**src/pkg/tam_pkg.sv**
```systemverilog
package tam_pkg;

	// ==========================================================
	// Register offsets (byte addresses)
	localparam logic [7:0] TAM_OFS_L1_CFG   = 8'h00;
	localparam logic [7:0] TAM_OFS_L2_CFG   = 8'h04;
	localparam logic [7:0] TAM_OFS_SLIP_CFG = 8'h08;
	localparam logic [7:0] TAM_OFS_CTRL     = 8'h0c;
	localparam logic [7:0] TAM_OFS_STATUS   = 8'h10;
	localparam logic [7:0] TAM_OFS_L1_CNT   = 8'h14;
	localparam logic [7:0] TAM_OFS_L2_CNT   = 8'h18;
	localparam logic [7:0] TAM_OFS_SLIP_CNT = 8'h1c;

	// ==========================================================
	// Field positions
	localparam int TAM_CODE_LSB  = 0;
	localparam int TAM_DUR_LSB   = 16;
	localparam int TAM_SLTHR_LSB = 0;
	localparam int TAM_SLHRS_LSB = 8;
	localparam int TAM_CTRL_SELF = 0;
	localparam int TAM_CTRL_CLR  = 1;
	localparam int TAM_CTRL_SW   = 2;
	localparam int TAM_ST_INVAL  = 8;

	// ==========================================================
	// Limits and reset values
	localparam logic [3:0]  TAM_CODE_MIN   = 4'h3;
	localparam logic [3:0]  TAM_CODE_MAX   = 4'h9;
	localparam logic [11:0] TAM_DUR_MAX    = 12'he10;
	localparam logic [4:0]  TAM_HRS_MAX    = 5'h18;
	localparam logic [3:0]  TAM_L1_CODE_RST = 4'h6;
	localparam logic [3:0]  TAM_L2_CODE_RST = 4'h5;
	localparam logic [11:0] TAM_DUR_RST    = 12'h00a;
	localparam logic [7:0]  TAM_SLTHR_RST  = 8'h05;
	localparam logic [4:0]  TAM_SLHRS_RST  = 5'h02;
	localparam logic [11:0] TAM_SEC_PER_HR = 12'he10;

	// ==========================================================
	// Timing
	localparam int TAM_CLK_HZ     = 50_000_000;
	localparam int TAM_TICK_S     = 1;
	localparam int TAM_TICK_CYC   = TAM_CLK_HZ * TAM_TICK_S;

	// ==========================================================
	// Types
	typedef enum logic [1:0]
	{
		TAM_LVL_NONE,
		TAM_LVL_MINOR,
		TAM_LVL_MAJOR
	} tam_level_e;

	typedef struct packed
	{
		logic [3:0]  code;
		logic [11:0] dur;
	} tam_cfg_s;

	typedef struct packed
	{
		logic [7:0] thr;
		logic [4:0] hrs;
	} tam_slip_cfg_s;

endpackage : tam_pkg

```
**src/hw/tam_alarm_monitor.sv**
```systemverilog
// What this block does
// - Below level one threshold: no alarm output
// - Level one closes contact, lights LED, logs
// - Level two adds line processing, yellow alarm
// - Hook off output follows control SW bit only
// - Threshold codes 3..9 only, else rejected
// - Code n means rate ten to minus n
// - Duration range limited per threshold code
// - Per level duration 1..3600 seconds
// - Self clear at window end, else command
// - Clear drops contact, LED, logs, supervision
// - No self clear: supervision ends with condition
// - Alarm when window errors exceed threshold
// - Activation resets counter, starts new window
// - Repeat violation extends alarm full window
// - Frame slips over threshold raise level two
// - Slip counter reset each counting period
// - Factory defaults 6/10s, 5/10s, 5 per 2h
// - Zero code, duration, threshold or hours field write keeps current value
// - Self clearing enable, default on
// - Condition clear ends line processing, yellow
//
// The placing of the registers and the APB slave port were chosen for this implementation.
module tam_alarm_monitor
	import tam_pkg::*;
#(
	parameter int TICK_CYC = TAM_TICK_CYC
)
(
	// Clock and reset
	input  wire logic        clk_in,
	input  wire logic        srst_in,
	// APB slave
	input  wire logic        psel_in,
	input  wire logic        penable_in,
	input  wire logic        pwrite_in,
	input  wire logic [7:0]  paddr_in,
	input  wire logic [31:0] pwdata_in,
	output logic      [31:0] prdata_out,
	output logic             pready_out,
	output logic             pslverr_out,
	// Carrier events
	input  wire logic        bit_err_in,
	input  wire logic        slip_in,
	// Alarm outputs
	output logic             contact_out,
	output logic             red_led_out,
	output logic             yellow_out,
	output logic             line_proc_out,
	output logic             hook_off_out,
	output logic [1:0]       alarm_level_out,
	// Log events
	output logic             log_alarm_out,
	output logic [1:0]       log_alarm_lvl_out,
	output logic             log_clear_out
);

	// ==========================================================
	// Functions
	function automatic logic [11:0] dur_lo(input logic [3:0] code);
		case (code)
			4'h7:    dur_lo = 12'h00a;
			4'h8:    dur_lo = 12'h064;
			4'h9:    dur_lo = 12'h3e8;
			default: dur_lo = 12'h001;
		endcase
	endfunction : dur_lo

	function automatic logic [11:0] dur_hi(input logic [3:0] code);
		case (code)
			4'h3:    dur_hi = 12'h015;
			4'h4:    dur_hi = 12'h0da;
			4'h5:    dur_hi = 12'h864;
			default: dur_hi = TAM_DUR_MAX;
		endcase
	endfunction : dur_hi

	function automatic logic cfg_ok(input tam_cfg_s c);
		cfg_ok = (c.code >= TAM_CODE_MIN) && (c.code <= TAM_CODE_MAX) &&
			(c.dur >= dur_lo(c.code)) && (c.dur <= dur_hi(c.code));
	endfunction : cfg_ok

	// Allowed errors in one window: rate 1.5e6 / 10^code times seconds
	function automatic logic [31:0] err_limit(input tam_cfg_s c);
		logic [31:0] d;
		d = {20'h00000, c.dur};
		case (c.code)
			4'h3:    err_limit = d * 32'h0000_05dc;
			4'h4:    err_limit = d * 32'h0000_0096;
			4'h5:    err_limit = d * 32'h0000_000f;
			4'h6:    err_limit = (d * 32'h0000_0003) / 32'h0000_0002;
			4'h7:    err_limit = (d * 32'h0000_0003) / 32'h0000_0014;
			4'h8:    err_limit = (d * 32'h0000_0003) / 32'h0000_00c8;
			default: err_limit = (d * 32'h0000_0003) / 32'h0000_07d0;
		endcase
	endfunction : err_limit

	// Zero field keeps the stored value
	function automatic tam_cfg_s merge_cfg(input tam_cfg_s old, input logic [31:0] w);
		tam_cfg_s n;
		n.code = w[TAM_CODE_LSB +: 4];
		n.dur  = w[TAM_DUR_LSB +: 12];
		if (n.code == 4'h0)
			n.code = old.code;
		if (n.dur == 12'h000)
			n.dur = old.dur;
		merge_cfg = n;
	endfunction : merge_cfg

	// ==========================================================
	// Registers
	tam_cfg_s      cfg_q [2];
	tam_slip_cfg_s slip_cfg_q;
	logic          self_clr_q;
	logic          hook_sel_q;
	logic          inval_q;
	logic [25:0]   tick_cnt_q;
	logic          tick_q;
	logic [31:0]   err_cnt_q [2];
	logic [11:0]   win_sec_q [2];
	logic          act_q [2];
	logic          cond_q [2];
	logic [7:0]    slip_cnt_q;
	logic [11:0]   slip_sec_q;
	logic [4:0]    slip_hr_q;
	logic          pready_q;
	logic          pslverr_q;
	logic [31:0]   prdata_q;
	logic          log_alarm_q;
	logic [1:0]    log_lvl_q;
	logic          log_clear_q;

	// ==========================================================
	// APB decode
	wire logic    apb_acc   = psel_in && penable_in;
	wire logic    apb_done  = apb_acc && pready_q;
	wire logic    wr_done   = apb_done && pwrite_in;
	wire logic    sel_l1    = paddr_in == TAM_OFS_L1_CFG;
	wire logic    sel_l2    = paddr_in == TAM_OFS_L2_CFG;
	wire logic    sel_slip  = paddr_in == TAM_OFS_SLIP_CFG;
	wire logic    sel_ctrl  = paddr_in == TAM_OFS_CTRL;
	wire logic    sel_stat  = paddr_in == TAM_OFS_STATUS;
	wire logic    sel_c1    = paddr_in == TAM_OFS_L1_CNT;
	wire logic    sel_c2    = paddr_in == TAM_OFS_L2_CNT;
	wire logic    sel_sc    = paddr_in == TAM_OFS_SLIP_CNT;
	wire logic    sel_any   = sel_l1 || sel_l2 || sel_slip || sel_ctrl || sel_stat ||
		sel_c1 || sel_c2 || sel_sc;
	wire tam_cfg_s new_l1   = merge_cfg(cfg_q[0], pwdata_in);
	wire tam_cfg_s new_l2   = merge_cfg(cfg_q[1], pwdata_in);
	wire logic [7:0] new_thr = (pwdata_in[TAM_SLTHR_LSB +: 8] == 8'h00) ?
		slip_cfg_q.thr : pwdata_in[TAM_SLTHR_LSB +: 8];
	wire logic [4:0] new_hrs = (pwdata_in[TAM_SLHRS_LSB +: 5] == 5'h00) ?
		slip_cfg_q.hrs : pwdata_in[TAM_SLHRS_LSB +: 5];
	wire logic    ok_l1     = cfg_ok(new_l1);
	wire logic    ok_l2     = cfg_ok(new_l2);
	wire logic    ok_slip   = new_hrs <= TAM_HRS_MAX;
	wire logic    bad_wr    = pwrite_in && ((sel_l1 && !ok_l1) || (sel_l2 && !ok_l2) ||
		(sel_slip && !ok_slip));
	wire logic    wr_reject = wr_done && bad_wr;
	wire logic    op_clear  = wr_done && sel_ctrl && pwdata_in[TAM_CTRL_CLR];
	wire logic    inval_clr = wr_done && sel_stat && pwdata_in[TAM_ST_INVAL];

	// ==========================================================
	// Alarm detection
	wire logic [31:0] lim [2];
	wire logic        exceed [2];
	wire logic        win_end [2];
	wire logic        slip_over;
	wire logic        slip_end;
	wire logic        trig [2];
	wire logic        rise_any;
	wire tam_level_e  level;

	assign lim[0]     = err_limit(cfg_q[0]);
	assign lim[1]     = err_limit(cfg_q[1]);
	assign exceed[0]  = err_cnt_q[0] > lim[0];
	assign exceed[1]  = err_cnt_q[1] > lim[1];
	assign win_end[0] = tick_q && (win_sec_q[0] >= cfg_q[0].dur - 12'h001);
	assign win_end[1] = tick_q && (win_sec_q[1] >= cfg_q[1].dur - 12'h001);
	assign slip_over  = slip_cnt_q > slip_cfg_q.thr;
	assign slip_end   = tick_q && (slip_sec_q == TAM_SEC_PER_HR - 12'h001) &&
		(slip_hr_q >= slip_cfg_q.hrs - 5'h01);
	assign trig[0]    = exceed[0];
	assign trig[1]    = exceed[1] || slip_over;
	assign rise_any   = (trig[0] && !act_q[0]) || (trig[1] && !act_q[1]);

	assign level = act_q[1] ? TAM_LVL_MAJOR : (act_q[0] ? TAM_LVL_MINOR : TAM_LVL_NONE);

	// ==========================================================
	// One second tick
	always_ff @(posedge clk_in)
	begin
		if (srst_in || (tick_cnt_q == 26'(TICK_CYC - 1)))
			tick_cnt_q <= 26'h0000000;
		else
			tick_cnt_q <= tick_cnt_q + 26'h0000001;
	end

	always_ff @(posedge clk_in)
	begin
		tick_q <= !srst_in && (tick_cnt_q == 26'(TICK_CYC - 1));
	end

	// ==========================================================
	// Configuration registers
	always_ff @(posedge clk_in)
	begin
		if (srst_in)
		begin
			cfg_q[0]       <= '{code: TAM_L1_CODE_RST, dur: TAM_DUR_RST};
			cfg_q[1]       <= '{code: TAM_L2_CODE_RST, dur: TAM_DUR_RST};
			slip_cfg_q.thr <= TAM_SLTHR_RST;
			slip_cfg_q.hrs <= TAM_SLHRS_RST;
			self_clr_q     <= 1'b1;
			hook_sel_q     <= 1'b0;
		end
		else if (wr_done && !bad_wr)
		begin
			if (sel_l1)
				cfg_q[0] <= new_l1;
			if (sel_l2)
				cfg_q[1] <= new_l2;
			if (sel_slip)
			begin
				slip_cfg_q.thr <= new_thr;
				slip_cfg_q.hrs <= new_hrs;
			end
			if (sel_ctrl)
			begin
				self_clr_q <= pwdata_in[TAM_CTRL_SELF];
				hook_sel_q <= pwdata_in[TAM_CTRL_SW];
			end
		end
	end

	// Sticky invalid flag, set wins over clear
	always_ff @(posedge clk_in)
	begin
		if (srst_in)
			inval_q <= 1'b0;
		else if (wr_reject)
			inval_q <= 1'b1;
		else if (inval_clr)
			inval_q <= 1'b0;
	end

	// ==========================================================
	// Per level error windows and alarm state
	always_ff @(posedge clk_in)
	begin
		for (int i = 0; i < 2; i++)
		begin
			if (srst_in || op_clear)
			begin
				err_cnt_q[i] <= 32'h0000_0000;
				win_sec_q[i] <= 12'h000;
				act_q[i]     <= 1'b0;
				cond_q[i]    <= 1'b0;
			end
			else if (trig[i])
			begin
				err_cnt_q[i] <= 32'h0000_0000;
				win_sec_q[i] <= 12'h000;
				act_q[i]     <= 1'b1;
				cond_q[i]    <= 1'b1;
			end
			else if (win_end[i])
			begin
				err_cnt_q[i] <= {31'h0000_0000, bit_err_in};
				win_sec_q[i] <= 12'h000;
				cond_q[i]    <= 1'b0;
				if (self_clr_q)
					act_q[i] <= 1'b0;
			end
			else
			begin
				if (bit_err_in && (err_cnt_q[i] != 32'hffff_ffff))
					err_cnt_q[i] <= err_cnt_q[i] + 32'h0000_0001;
				if (tick_q)
					win_sec_q[i] <= win_sec_q[i] + 12'h001;
			end
		end
	end

	// ==========================================================
	// Frame slip counting period
	always_ff @(posedge clk_in)
	begin
		if (srst_in || op_clear || slip_end)
		begin
			slip_cnt_q <= 8'h00;
			slip_sec_q <= 12'h000;
			slip_hr_q  <= 5'h00;
		end
		else
		begin
			if (slip_over)
				slip_cnt_q <= 8'h00;
			else if (slip_in && (slip_cnt_q != 8'hff))
				slip_cnt_q <= slip_cnt_q + 8'h01;
			if (tick_q)
			begin
				if (slip_sec_q == TAM_SEC_PER_HR - 12'h001)
				begin
					slip_sec_q <= 12'h000;
					slip_hr_q  <= slip_hr_q + 5'h01;
				end
				else
					slip_sec_q <= slip_sec_q + 12'h001;
			end
		end
	end

	// ==========================================================
	// Log events
	always_ff @(posedge clk_in)
	begin
		if (srst_in)
		begin
			log_alarm_q <= 1'b0;
			log_lvl_q   <= 2'h0;
			log_clear_q <= 1'b0;
		end
		else
		begin
			log_alarm_q <= !op_clear && rise_any;
			log_lvl_q   <= trig[1] ? 2'(TAM_LVL_MAJOR) : 2'(TAM_LVL_MINOR);
			log_clear_q <= (act_q[0] || act_q[1]) && (op_clear ||
				(self_clr_q && ((act_q[0] && win_end[0] && !trig[0] && !act_q[1]) ||
				(act_q[1] && win_end[1] && !trig[1] && !act_q[0]) ||
				(win_end[0] && win_end[1] && !trig[0] && !trig[1]))));
		end
	end

	// ==========================================================
	// APB answer, one wait state
	always_ff @(posedge clk_in)
	begin
		if (srst_in)
		begin
			pready_q  <= 1'b0;
			pslverr_q <= 1'b0;
			prdata_q  <= 32'h0000_0000;
		end
		else
		begin
			pready_q  <= apb_acc && !pready_q;
			pslverr_q <= apb_acc && !pready_q && (!sel_any || bad_wr);
			if (apb_acc && !pready_q && !pwrite_in)
			begin
				case (1'b1)
					sel_l1:   prdata_q <= {4'h0, cfg_q[0].dur, 12'h000, cfg_q[0].code};
					sel_l2:   prdata_q <= {4'h0, cfg_q[1].dur, 12'h000, cfg_q[1].code};
					sel_slip: prdata_q <= {19'h00000, slip_cfg_q.hrs, slip_cfg_q.thr};
					sel_ctrl: prdata_q <= {29'h00000000, hook_sel_q, 1'b0, self_clr_q};
					sel_stat: prdata_q <= {23'h000000, inval_q, cond_q[1], cond_q[0],
						line_proc_out, red_led_out, contact_out, 1'b0, level};
					sel_c1:   prdata_q <= err_cnt_q[0];
					sel_c2:   prdata_q <= err_cnt_q[1];
					sel_sc:   prdata_q <= {24'h000000, slip_cnt_q};
					default:  prdata_q <= 32'h0000_0000;
				endcase
			end
		end
	end

	// ==========================================================
	// Outputs
	assign pready_out        = pready_q;
	assign pslverr_out       = pslverr_q;
	assign prdata_out        = prdata_q;
	assign contact_out       = act_q[0] || act_q[1];
	assign red_led_out       = act_q[0] || act_q[1];
	assign line_proc_out     = act_q[1] && cond_q[1];
	assign yellow_out        = act_q[1] && cond_q[1];
	assign hook_off_out      = hook_sel_q;
	assign alarm_level_out   = level;
	assign log_alarm_out     = log_alarm_q;
	assign log_alarm_lvl_out = log_lvl_q;
	assign log_clear_out     = log_clear_q;

endmodule : tam_alarm_monitor

```
**config.mk**
```make
export PLATFORM = sky130hd
export DESIGN_NAME = tam_alarm_monitor
export DESIGN_NICKNAME = d
export VERILOG_FILES = /design/src/pkg/tam_pkg.sv /design/src/hw/tam_alarm_monitor.sv
export SDC_FILE = /design/constraint.sdc
export NUM_CORES = 2
export LEC_CHECK = 0
export BUFFER_PORTS_ARGS = -buffer_cell sky130_fd_sc_hd__buf_2
export CORE_ASPECT_RATIO = 0.6
export CORE_MARGIN = 1.5
export CORE_UTILIZATION = 35
export CTS_CLUSTER_DIAMETER = 50
export DETAILED_ROUTE_END_ITERATION = 10
export SLEW_MARGIN = 20
export SYNTH_ARGS = -nofsm -noshare
export SYNTH_HDL_FRONTEND = slang
export SYNTH_SLANG_ARGS = --single-unit
```
**constraint.sdc**
```tcl
create_clock -name clk_in -period 170.7 [get_ports clk_in]
set_input_delay 8.535 -clock clk_in [delete_from_list [all_inputs] [get_ports clk_in]]
set_output_delay 8.535 -clock clk_in [all_outputs]
set_load 0.05 [all_outputs]
```
==> run_results.csv <==
group,metric,value,unit
worst_setup_path,end_kind,"flop",
final_layout,drive_gt1_frac,0.0739,
global_route,grt_first_pass_wirelength,338,mm
worst_setup_path,crit_path_frequent_cell,"ha_1",
synth,synth.distinct_cells,158,
routing,vias,63655,
worst_setup_path,slowest_delay,0.71,ns
timing,max_slew_margin,0.219,
timing,skew,0.0360,ns
floorplan,dieArea,0.179,mm²
clock_network,clk-insertion-delay-late,0.57,ns
synth,yosysSeqAreaShare,0.0946,
routing,first_pass_iters,8,
worst_setup_path,path_buf_inv,16,
worst_setup_path,worstSetupPathType,"flop to flop",
clock_network,cts_resized,0,
floorplan,row_count,119,
worst_setup_path,crit_family,"simple AND/OR/NAND/NOR gates",
clock_network,cts_tree,"yes",
routing,wire_per_inst,20.7,µm
clock_network,cts_max_level,2,
worst_setup_path,cp_max_fo,29,
global_route,antenna_found_initial,22,
synth,ys_seq_elements,230,
routing,drt_iter0_drc,6946,
placed_design,gp_congestion,0.969,
outcome,status,"completed",
placed_design,port_buffers,84,
final_layout,most-common-layout-cells,"nor2_1, ha_1, a21oi_1",
floorplan,dieWidth,546,µm
final_layout,final_common_cell,"nor2_1",
clock_network,cts_hold_buf,0,
floorplan,core,0.175,mm²
clock_network,cts_buffers,35,
floorplan,dieHeight,329,µm
synth,yosys_warnings,0,
timing,tns,0,ns
synth,synthTopCellsByArea,"ha_1, edfxtp_1, nor2_1",
clock_network,cts-root-buf,"clkbuf_16",
worst_setup_path,cp-start-kind,"flop",
synth,avgSynthCellArea,7.54,µm²
floorplan,start_util,0.352,
floorplan,io_pins,92,
global_route,grt_overflow,0,
clock_network,clk_pin_slew,0.06,ns
timing,rsz0062_at_grt,"no",
synth,yosysTopAreaCell,"ha_1",
timing,finalSetupViolations,0,
routing,finalWirelength,221,mm
routing,avgViaCountPerCell,5.98,
synth,ys_async_sr_fraction,0,
synth,yosysTopAreaCellShare,0.164,
synth,syn_area,0.0618,mm²
clock_network,postCtsSetupBuffers,0,
timing,fin_crit_sh,0.468,
worst_setup_path,critPathArrivalTime,80.11,ns
timing,fmax,0.0125,GHz
timing,tightest_slew,1.16,ns
clock_network,clockBufferDepth,3,
synth,postSynthCellCount,8199,
final_layout,fin_cells,10639,
worst_setup_path,critical-path-slowest-cell,"o41ai_1",
placed_design,placed_cells,10565,
routing,drtAntennaViolNets,0,
final_layout,fillers,18367,
synth,synth-main-ff-cell,"edfxtp_1",
clock_network,clkSinkCount,230,
placed_design,hpwlAfterDp,183,mm
placed_design,placed_cell_area,0.0651,mm²
timing,fin_crit,79.88,ns
routing,drc,0,
global_route,grt_use_total,0.234,
min_path,hold_class,"flop to flop",
final_layout,area_delta_synth_final,7.26,%
run,drv_cap,0,
global_route,grt_max_degree,57,
synth,synth_edf_count,124,
final_layout,fin_area,0.0663,mm²
timing,finalHoldViolations,0,
final_layout,layout.nets,9250,
timing,slew_violations,0,
worst_setup_path,cp.required,170.93,ns
global_route,grt_pass1_vias,57091,
routing by layer:
layer / part of all wire / track usage
met3: 0.10 / 0.0435
met1: 0.52 / 0.388
met2: 0.36 / 0.302
met4: 0.017 / 0.0387
met5: 0.00036 / 0
stage by stage:
step           utilization  hold slack (ns)  setup slack (ns)
2_1_floorplan            -            0.426            107.35
3_3_place_gp         0.371            0.445             93.69
3_5_place_dp         0.371            0.451             92.85
4_1_cts              0.378            0.466             92.62
5_1_grt              0.378            0.472             85.47
6_report             0.378            0.460             90.82
Yosys cell counts (72+ instances only):
| cell | instances |
|---|---|
| nor2_1 | 942 |
| ha_1 | 809 |
| a21oi_1 | 599 |
| nand2_1 | 592 |
| inv_1 | 512 |
| xnor2_1 | 393 |
| o21ai_0 | 354 |
| nand3_1 | 277 |
| xor2_1 | 262 |
| nor3_1 | 216 |
| a21o_1 | 188 |
| fa_1 | 150 |
| nand2b_1 | 145 |
| nor2b_1 | 128 |
| o21a_1 | 127 |
| edfxtp_1 | 124 |
| clkbuf_1 | 119 |
| mux2i_1 | 112 |
| nand4_1 | 111 |
| and3_1 | 110 |
| dfxtp_1 | 106 |
| a211oi_1 | 95 |
| a31oi_1 | 92 |
| or3_1 | 87 |
| o21bai_1 | 85 |
| and2_1 | 84 |
| or2_2 | 75 |
| o211ai_1 | 72 |
cell type report:
| type | count | area, µm² | share of cell area |
|---|---|---|---|
| antenna | 9 | 22.5 | 0.000340 |
| clock buffer | 41 | 982 | 0.0148 |
| clock inverter | 23 | 189 | 0.00285 |
| inverter | 522 | 1960 | 0.0296 |
| multi-input combinational | 7303 | 53400 | 0.806 |
| sequential | 230 | 5850 | 0.0882 |
| tap | 2359 | 2950 | 0.0445 |
| timing repair buffer | 152 | 935 | 0.0141 |
cells by family after synthesis:
group,count (synthesis),synth area share
AOI/OAI and AO/OA,2301,0.256
and+or+nand+nor,3145,0.264
buffers and inverters,708,0.0451
muxes,196,0.0342
DFF,230,0.0946
xor gates and xnor gates,656,0.0931
adders and majority gates,961,0.213
other,2,0.000121
registers in the layout, summed over array words and instances (netlist names), 2 cells and up:
register           flops
slip_hr_q              5
act_q                  2
slip_cfg_q            13
log_alarm_lvl_out      2
tick_cnt_q            26
slip_sec_q            12
prdata_out            32
cfg_q                 32
err_cnt_q             64
slip_cnt_q             8
cond_q                 2
win_sec_q             24
path summary, 6_finish.rpt:
check / from / to / slack [ns] / cells past startpoint
min: tick_cnt_q[0] / tick_cnt_q[0] / 0.46 / 1
max: cfg_q[0][28] / err_cnt_q[1][31] / 90.82 / 294
max reg2reg: cfg_q[0][28] / err_cnt_q[1][31] / 90.82 / 294
min reg2reg: tick_cnt_q[0] / tick_cnt_q[0] / 0.46 / 1
Power is left out: the tool's default activity adds up to more than one toggle a clock period on the data nets, which glitch-free logic cannot reach.
